[src/include/relay_plugin_consts.vh]
// constants for the relay plug-in register decode
`ifndef RELAY_PLUGIN_CONSTS_VH
`define RELAY_PLUGIN_CONSTS_VH
`define OFS_RELAY_PORT      10'h001
`define OFS_FIXED_CODE      10'h201
`define OFS_DESC_STREAM     10'h203
`define SLOT_SHIFT          10
`define SLOT_MIN            4'h1
`define SLOT_MAX            4'hC
`define AM_A24_LO           6'h38
`define AM_A24_HI           6'h3F
`define AM_A24_ALT_LO       6'h39
`define AM_A24_ALT_HI       6'h3E
`define RELAY_PORT_RESET    8'h00
`define BIT_FIRST_RELAY     0
`define BIT_SECOND_RELAY    1
`define DESC_PTR_RESET      8'h00
`define ID_TEXT_OFFSET      8'h23
`endif

[src/logic/relay_plugin_register_decode.v]
// register decode, relay drive and descriptor stream of the transfer-switch plug-in
`timescale 1ns/1ns
`include "relay_plugin_consts.vh"
module relay_plugin_register_decode #(
    parameter       DUAL        = 1,
    parameter [7:0] FIXED_CODE  = 8'h5A,   // arbitrary identity value
    parameter       DESC_DEPTH  = 64
) (
    input  wire        ref_clk,
    input  wire        rst,
    input  wire [23:0] carrier_offset,
    input  wire [3:0]  module_address,
    input  wire [5:0]  address_modifier,
    input  wire [23:0] bus_addr,
    input  wire        bus_wr,
    input  wire        bus_rd,
    input  wire [7:0]  bus_wdata,
    output reg  [7:0]  bus_rdata,
    output reg         bus_ack,
    output reg         first_transfer_relay,
    output reg         second_transfer_relay,
    output reg  [7:0]  module_list_char,
    output reg         module_list_valid,
    input  wire        module_list_query,
    output reg  [23:0] base_address
);

    reg  [7:0]  relay_control_port;
    reg  [7:0]  desc_ptr;
    reg  [7:0]  next_rdata;
    reg         is_a24;
    reg         slot_ok;
    reg  [23:0] next_base;
    reg  [9:0]  offset;
    reg         hit;
    reg  [7:0]  desc_byte;
    reg  [5:0]  q_idx;
    reg         q_busy;
    reg  [7:0]  q_char;

    // descriptor storage; identification text sits from ID_TEXT_OFFSET
    function [7:0] desc_rom;
        input [7:0] a;
        begin
            if (a >= `ID_TEXT_OFFSET && a < `ID_TEXT_OFFSET + 8'h12)
                desc_rom = DUAL ? 8'h44 : 8'h53;
            else
                desc_rom = a ^ 8'hA5;
        end
    endfunction

    // reply text: address digits space-padded to two characters, ": ", version text
    function [7:0] reply_char;
        input [5:0] i;
        input [3:0] m;
        begin
            case (i)
                6'd0:    reply_char = (m >= 4'hA) ? 8'h31 : 8'h30 + {4'h0, m};
                6'd1:    reply_char = (m >= 4'hA) ? 8'h30 + {4'h0, m - 4'hA} : 8'h20;
                6'd2:    reply_char = 8'h3A;
                6'd3:    reply_char = 8'h20;
                6'd4:    reply_char = 8'h52;
                6'd5:    reply_char = 8'h46;
                6'd6:    reply_char = 8'h20;
                6'd7:    reply_char = DUAL ? 8'h44 : 8'h53;
                6'd8:    reply_char = 8'h0A;
                default: reply_char = 8'h00;
            endcase
        end
    endfunction

    always @* begin
        is_a24    = (address_modifier >= `AM_A24_LO) && (address_modifier <= `AM_A24_HI);
        slot_ok   = (module_address >= `SLOT_MIN) && (module_address <= `SLOT_MAX);
        next_base = carrier_offset + ({20'h00000, module_address} << `SLOT_SHIFT);
        offset    = bus_addr[9:0] - next_base[9:0];
        hit       = is_a24 && slot_ok && bus_addr[23:10] == next_base[23:10] && bus_addr[0];
        desc_byte = (desc_ptr < DESC_DEPTH) ? desc_rom(desc_ptr) : 8'hFF;
        q_char    = reply_char(q_idx, module_address);
        next_rdata = 8'h00;
        case (offset)
            `OFS_RELAY_PORT:  next_rdata = ~relay_control_port;
            `OFS_FIXED_CODE:  next_rdata = FIXED_CODE;
            `OFS_DESC_STREAM: next_rdata = desc_byte;
            default:          next_rdata = 8'h00;
        endcase
    end

    // reply sequencer states
    localparam       REPLY_IDLE = 1'b0;
    localparam       REPLY_SEND = 1'b1;
    localparam [5:0] REPLY_LAST = 6'd8;

    // computed base shown to the carrier
    always @(posedge ref_clk or posedge rst) begin
        if (rst) begin
            base_address <= 24'h000000;
        end else begin
            base_address <= next_base;
        end
    end

    // one registered acknowledge per decoded strobe
    always @(posedge ref_clk or posedge rst) begin
        if (rst) begin
            bus_ack <= 1'b0;
        end else begin
            bus_ack <= hit && (bus_rd || bus_wr);
        end
    end

    // port register: written and read back at one offset
    always @(posedge ref_clk or posedge rst) begin
        if (rst) begin
            relay_control_port <= `RELAY_PORT_RESET;
        end else begin
            // other offsets ignore writes
            if (hit && bus_wr && offset == `OFS_RELAY_PORT) begin
                relay_control_port <= bus_wdata;
            end
        end
    end

    // read data holds until the next decoded read
    always @(posedge ref_clk or posedge rst) begin
        if (rst) begin
            bus_rdata <= 8'h00;
        end else begin
            if (hit && bus_rd) begin
                bus_rdata <= next_rdata;
            end
        end
    end

    // descriptor pointer: code read rewinds, descriptor read steps
    always @(posedge ref_clk or posedge rst) begin
        if (rst) begin
            desc_ptr <= `DESC_PTR_RESET;
        end else begin
            if (hit && bus_rd && offset == `OFS_FIXED_CODE) begin
                desc_ptr <= `DESC_PTR_RESET;
            end else if (hit && bus_rd && offset == `OFS_DESC_STREAM) begin
                desc_ptr <= desc_ptr + 8'h01;
            end
        end
    end

    // relay drive lags the port register by one clock
    always @(posedge ref_clk or posedge rst) begin
        if (rst) begin
            first_transfer_relay  <= 1'b0;
            second_transfer_relay <= 1'b0;
        end else begin
            first_transfer_relay  <= relay_control_port[`BIT_FIRST_RELAY];
            // single version leaves the second relay open
            second_transfer_relay <= (DUAL != 0) ? relay_control_port[`BIT_SECOND_RELAY] : 1'b0;
        end
    end

    // reply sequencer; a query while sending is ignored
    always @(posedge ref_clk or posedge rst) begin
        if (rst) begin
            q_idx  <= 6'd0;
            q_busy <= REPLY_IDLE;
        end else begin
            case (q_busy)
                REPLY_IDLE: begin
                    if (module_list_query) begin
                        q_busy <= REPLY_SEND;
                        q_idx  <= 6'd0;
                    end
                end
                REPLY_SEND: begin
                    q_idx <= q_idx + 6'd1;
                    if (q_idx == REPLY_LAST) begin
                        q_busy <= REPLY_IDLE;
                    end
                end
                default: begin
                    q_busy <= REPLY_IDLE;
                end
            endcase
        end
    end

    // reply characters, one per clock while sending
    always @(posedge ref_clk or posedge rst) begin
        if (rst) begin
            module_list_char  <= 8'h00;
            module_list_valid <= 1'b0;
        end else begin
            module_list_valid <= (q_busy == REPLY_SEND);
            module_list_char  <= (q_busy == REPLY_SEND) ? q_char : 8'h00;
        end
    end

endmodule // relay_plugin_register_decode

[config.mk]
export PLATFORM = sky130hd
export DESIGN_NAME = relay_plugin_register_decode
export DESIGN_NICKNAME = d
export VERILOG_FILES = /design/src/logic/relay_plugin_register_decode.v
export VERILOG_INCLUDE_DIRS = /design/src /design/src/include
export SDC_FILE = /design/constraint.sdc
export NUM_CORES = 1
export LEC_CHECK = 0
export BUFFER_PORTS_ARGS = -buffer_cell sky130_fd_sc_hd__buf_2
export CORE_ASPECT_RATIO = 0.8
export CORE_MARGIN = 3
export CORE_UTILIZATION = 36
export DETAILED_ROUTE_END_ITERATION = 10
export PLACE_DENSITY_LB_ADDON = 0.05
export SLEW_MARGIN = 20
export SYNTH_ARGS = -nofsm -noshare
export SYNTH_HDL_FRONTEND = slang
export SYNTH_SLANG_ARGS = --single-unit
[constraint.sdc]
create_clock -name ref_clk -period 4.13 [get_ports ref_clk]
set_input_delay 0.6195 -clock ref_clk [delete_from_list [all_inputs] [get_ports ref_clk]]
set_output_delay 0.6195 -clock ref_clk [all_outputs]
set_load 0.02 [all_outputs]
Yosys cells after proc, flatten, opt, wreduce, memory -nomap -nowiden --
Cells that the tools add are included.
Word-level totals: output and inout port bits 44, input bits 71, register bits 67
Operators by class: equal/unequal tests 13, multiplexer cells 14, order comparisons 8, reductions and logical operators 16, bitwise gates (word level) 3, $add $sub $neg 7
Operators with widths (number):
- $pmux W7 S8 | 1
- $mux W8 | 5
- $add A24 B14 Y24 | 1
- $eq A6 B3 Y1 const B | 4
- $pmux W8 S3 | 1
- $eq A10 B10 Y1 const B | 2
- $add A6 B4 Y7 const A | 2
- $eq A14 B14 Y1 | 1
- $mux W7 | 2
- $eq A6 B2 Y1 const B | 2
- $logic_and A1 B1 Y1 | 12
- $pmux W6 S2 | 1
- $eq A10 B1 Y1 const B | 1
- $sub A10 B10 Y10 | 1
- $add A8 B1 Y8 const B | 1
- $ge A8 B6 Y1 const B | 1
- $lt A8 B6 Y1 const B | 1
- $lt A8 B7 Y1 const B | 1
- $not A8 Y8 | 1
- $add A6 B1 Y6 const B | 1
- $eq A6 B1 Y1 const B | 1
- $eq A6 B4 Y1 const B | 1
- $ge A6 B6 Y1 const B | 1
- $le A6 B6 Y1 const B | 1
- 14 further kinds | 15

Logic depth before layout (Yosys ltp) --
depth after elaboration 9, gate-level depth with buffers 12

Worst setup path after synthesis --
OpenSTA, ideal clock, no wires.
path type input to register, start point input carrier_offset[10], end point register desc_ptr[0], slack 0.583 ns, cell stages on the path 11, arrival time 3.419 ns, required time 4.002 ns, setup time 0.128 ns, path through ha_1 -> fa_1 -> xor2_1 -> a2111oi_4 -> nand4_1 -> nor4b_2 -> o2111ai_1 -> or4_1 -> buf_2 -> nand3b_4 -> mux2_1
Between the ends: longest elaborated chain between the ends 7, elaborated cells between the ends (all ways) 9
RTL lines:
- start, declared | RTL line relay_plugin_register_decode.v:11 | input wire [23:0] carrier_offset,
- $add A24 B14 Y24 * | RTL line relay_plugin_register_decode.v:75 | next_base = carrier_offset + ({20'h00000, module_address} << `SLOT_SHIFT);
- via next_base[11] | RTL line relay_plugin_register_decode.v:33 | reg [23:0] next_base;
- $eq A14 B14 Y1 * | RTL line relay_plugin_register_decode.v:77 | hit = is_a24 && slot_ok && bus_addr[23:10] == next_base[23:10] && bus_addr[0];
- $logic_and A1 B1 Y1 * (2 in series) | RTL line relay_plugin_register_decode.v:77
- $logic_and A1 B1 Y1 * | RTL line relay_plugin_register_decode.v:140, relay_plugin_register_decode.v:142
- $logic_and A1 B1 Y1 (no source line)
- $mux W8 or $reduce_bool A2 Y1 (tied branches)
- end signal, assigned | RTL line relay_plugin_register_decode.v:138 | desc_ptr <= `DESC_PTR_RESET;
- end signal, assigned | RTL line relay_plugin_register_decode.v:141 | desc_ptr <= `DESC_PTR_RESET;
- end signal, assigned | RTL line relay_plugin_register_decode.v:143 | desc_ptr <= desc_ptr + 8'h01;
- end, declared | RTL line relay_plugin_register_decode.v:29 | reg [7:0] desc_ptr;
Mark *: on every way through the listed nets, which the timed path passes. The rest lies on a longest branch. A chain may end at the register's enable or synchronous reset.

Final worst setup path --
start point input module_address[0], end point register relay_control_port[7]
Between the ends: elaborated cells between the ends (all ways) 10
RTL lines:
- start, declared | RTL line relay_plugin_register_decode.v:12 | input wire [3:0] module_address,
- $add A24 B14 Y24 | RTL line relay_plugin_register_decode.v:75
- via next_base[11] | RTL line relay_plugin_register_decode.v:33
- $eq A14 B14 Y1 | RTL line relay_plugin_register_decode.v:77
- $logic_and A1 B1 Y1 (2 in series) | RTL line relay_plugin_register_decode.v:77
- $logic_and A1 B1 Y1 | RTL line relay_plugin_register_decode.v:118 | if (hit && bus_wr && offset == `OFS_RELAY_PORT) begin
- $logic_and A1 B1 Y1 (no source line)
- end signal, assigned | RTL line relay_plugin_register_decode.v:115 | relay_control_port <= `RELAY_PORT_RESET;
- end signal, assigned | RTL line relay_plugin_register_decode.v:119 | relay_control_port <= bus_wdata;
- end, declared | RTL line relay_plugin_register_decode.v:28 | reg [7:0] relay_control_port;
The timed path passes the listed nets, and every way through them passes these cells.

==> results by group <==
Status
  • Status: complete, no violations

Routing
  • Avg WL per Cell: around 15 um
  • Avg Vias per Cell: 5.09
  • Routed Antenna Nets: 0
  • Via count: 3,464
  • Router iterations before antenna repair: 4
  • Final wirelength: about 10,000 um
  • Initial DRC count: 150
  • Post-route DRC: 0

Logic synthesis
  • Synth Flop Type: dfrtp_1
  • Syn nets: roughly 510
  • EDFF count, synth: 0
  • Post-synthesis sequential area ratio: 40.6%
  • Mapped cell area: 4060 um2
  • Seq cells post-synth: 66
  • Yosys warning total: 0
  • FFs w/ async S/R, synth: 100%
  • Distinct cell type count after synthesis: 64
  • Mapped Avg Cell Area: just under 10 um2
  • Synthesized netlist cell count: 417

Clocking
  • Max Root-Sink Buffers: 2
  • Clock sink total: 66
  • Worst-path clk slew: 0.06 ns
  • Root Buffer: clkbuf_16
  • H-tree depth: 3
  • CTS tree: done
  • PostCTS Resize Cnt: 0
  • Clock Latency Late Sink: 0.33 ns
  • CTS Buf Count: 9
  • Hold_buf cts: 0
  • Setup Fix Bufs, Post-CTS: 0

Global routing
  • GRT Overall Usage: 16.5%
  • Largest net degree at the start of global routing: 44
  • Vias in the first global route: 3,343
  • GRT Residual Overflow: 0
  • First-pass GRT wire length: 16,900 um
  • Antenna violations before repair: 0

Worst setup path
  • Worst r2r src: q_idx[0]
  • Worst Path Required: 4.34 ns
  • CP arrival: 3.75 ns
  • Critical path fanouts, max: 8
  • Kind of start point of the critical path: primary input
  • Worst R2R Path Depth: 6
  • Worst Setup End Kind: register
  • R2r endpoint: module_list_char[6]
  • Setup CP Type: in -> reg
  • R2r setup slk: between 2 and 2.5 ns

Pwr
  • Max VDD drop: about 320 uV
  • Leak pwr: between 2 and 2.5 nW
  • Pwr/cell area: 413 nW/um2
  • Tot Pwr: 2.09 mW

STA
  • Final Skew: approximately 0.0065 ns
  • Slew @ Worst Pin: around 1.0 ns
  • Highest clock rate: about 280 MHz
  • Max-slew violations: 0
  • Slew Limit Headroom: 29.6%
  • Setup tns final: 0 ns
  • Final Hold Fails: 0
  • Period utilisation layout: about 86%
  • RSZ-0062 raised after global routing: false
  • WHS: 0.411 ns
  • # setup viols final: 0
  • Post-layout minimum cycle time: between 3 and 4 ns
  • Fin worst setup slack: 0.588 ns

Finish
  • Syn-to-layout area delta: 24.2%
  • # diodes: 0
  • Layout cells sized above 1: 27.9%
  • Layout Nets: 626
  • FILL cells: 1,088
  • Commonest non-fill, non-tap cell in the layout: buf_2
  • Most frequent cells in the layout: buf_2 (110), dfrtp_1 (66), nand2_1 (38)

Min path
  • Hold Path Depth: 1
  • Min-Delay Path Class: in -> reg
  • Hold_sp: carrier_offset[7]
  • Endpoint, Worst Hold: base_address[7]

Floorplanning
  • Initial core utilization: 37.2%
  • Die area: roughly 13,000 um2
  • IO Pins: between 100 and 150
  • Die Ht: 101 um
  • Area of the core: 10,900 um2
  • Row cnt: 34
  • Die W: around 120 um

Placement
  • Post-DP HPWL: 7910 um
  • Placement Setup Slack: 0.197 ns
  • Port buffer count: 110
  • Routability Congestion: just over 0.8

Flow run
  • Max_cap viols: 0
[Yosys cell counts (3+ instances only)]
master     count  share of area, %
dfrtp_1       66                41
nand2_1       38               3.5
inv_1         28               2.6
nor2_1        25               2.3
ha_1          21               6.5
xnor2_1       18               3.9
a21oi_1       17               2.1
o21ai_0       17               2.1
nand3_1       14               1.7
nor3_1        12               1.5
o21ai_1       12               1.5
xor2_1        10               2.2
mux2_1         9               2.5
nand2b_1       8               1.2
nor2b_1        8               1.2
and3_1         7               1.1
o21a_1         7               1.3
a211oi_1       6               1.1
a2bb2oi_1      6               1.3
clkbuf_1       6              0.55
o211ai_1       6               1.1
a31oi_1        4              0.62
mux2i_1        4              0.99
nand4_1        4              0.62
nor4_1         4              0.62
o2111ai_1      4              0.86
buf_2          3              0.37
o41ai_1        3              0.65
[state kept, by name, indices dropped and copies added (netlist names)]
name	flops
base_address	24
bus_rdata	8
desc_ptr	8
relay_control_port	8
module_list_char	7
q_idx	6
bus_ack	1
first_transfer_relay	1
module_list_valid	1
q_busy	1
second_transfer_relay	1
[worst max path at each step]
stage                             startpoint                     to  slack [ns]  cells past startpoint
after floorplan           carrier_offset[10]            desc_ptr[0]        0.58                     11
after global placement     module_address[0]  relay_control_port[5]        0.26                     11
after detailed placement   module_address[0]  relay_control_port[7]        0.20                     11
after CTS                  module_address[0]  relay_control_port[7]        0.56                     11
after global routing       module_address[0]            desc_ptr[7]        0.35                     11
final                      module_address[0]  relay_control_port[7]        0.59                     11
[where the power goes]
| group | internal (mW) | switching (mW) |
|---|---|---|
| clock | 0.417 | 0.292 |
| sequential | 0.710 | 0.0770 |
| combinational | 0.236 | 0.353 |
| total | 1.36 | 0.722 |
[cell type report]
cell class	instances	area, um2	area share (%)
clock inverters	6	32.5	0.645
inverters	28	105	2.08
multi-input cells	311	2240	44.4
clock buffers	10	239	4.73
well taps	144	180	3.57
repair buffers	116	596	11.8
flip-flops and latches	66	1650	32.7
[per-layer routing]
layer  vias up  wire [um]  GRT usage (%)
met5         -          0              0
met4         0        151           4.97
met3        14        523           4.66
met2        79       4750           25.6
met1      1645       4920           22.6
li1       1726          -              -
[worst max-delay path, stage by stage]
cell,delay [ns]
buf_2,0.13
ha_1,0.23
fa_1,0.47
xor2_1,0.20
a2111oi_4,0.19
nand4_1,0.14
nor4b_2,0.33
o2111ai_1,0.15
or4_1,0.48
nor3_4,0.45
mux2_1,0.37
[cell families after synthesis]
kind of cell / Yosys count / synth area share [%]
compound gates: 107 / 18.6
fa+ha+maj: 23 / 7.45
other cells: 1 / 0.0923
flops: 66 / 40.6
mux: 14 / 3.76
buf+inv: 40 / 4.16
xor+xnor: 31 / 7.39
simple gates: 135 / 17.9
[per-stage QoR]
stage	cell area (um2)	utilization (%)	std cells
2_1_floorplan	4060	-	417
3_3_place_gp	4780	43.7	665
3_5_place_dp	4780	43.7	665
4_1_cts	5050	46.2	681
5_1_grt	5050	46.2	681
6_report	5050	46.2	681
(Power assumes the default switching activity.)
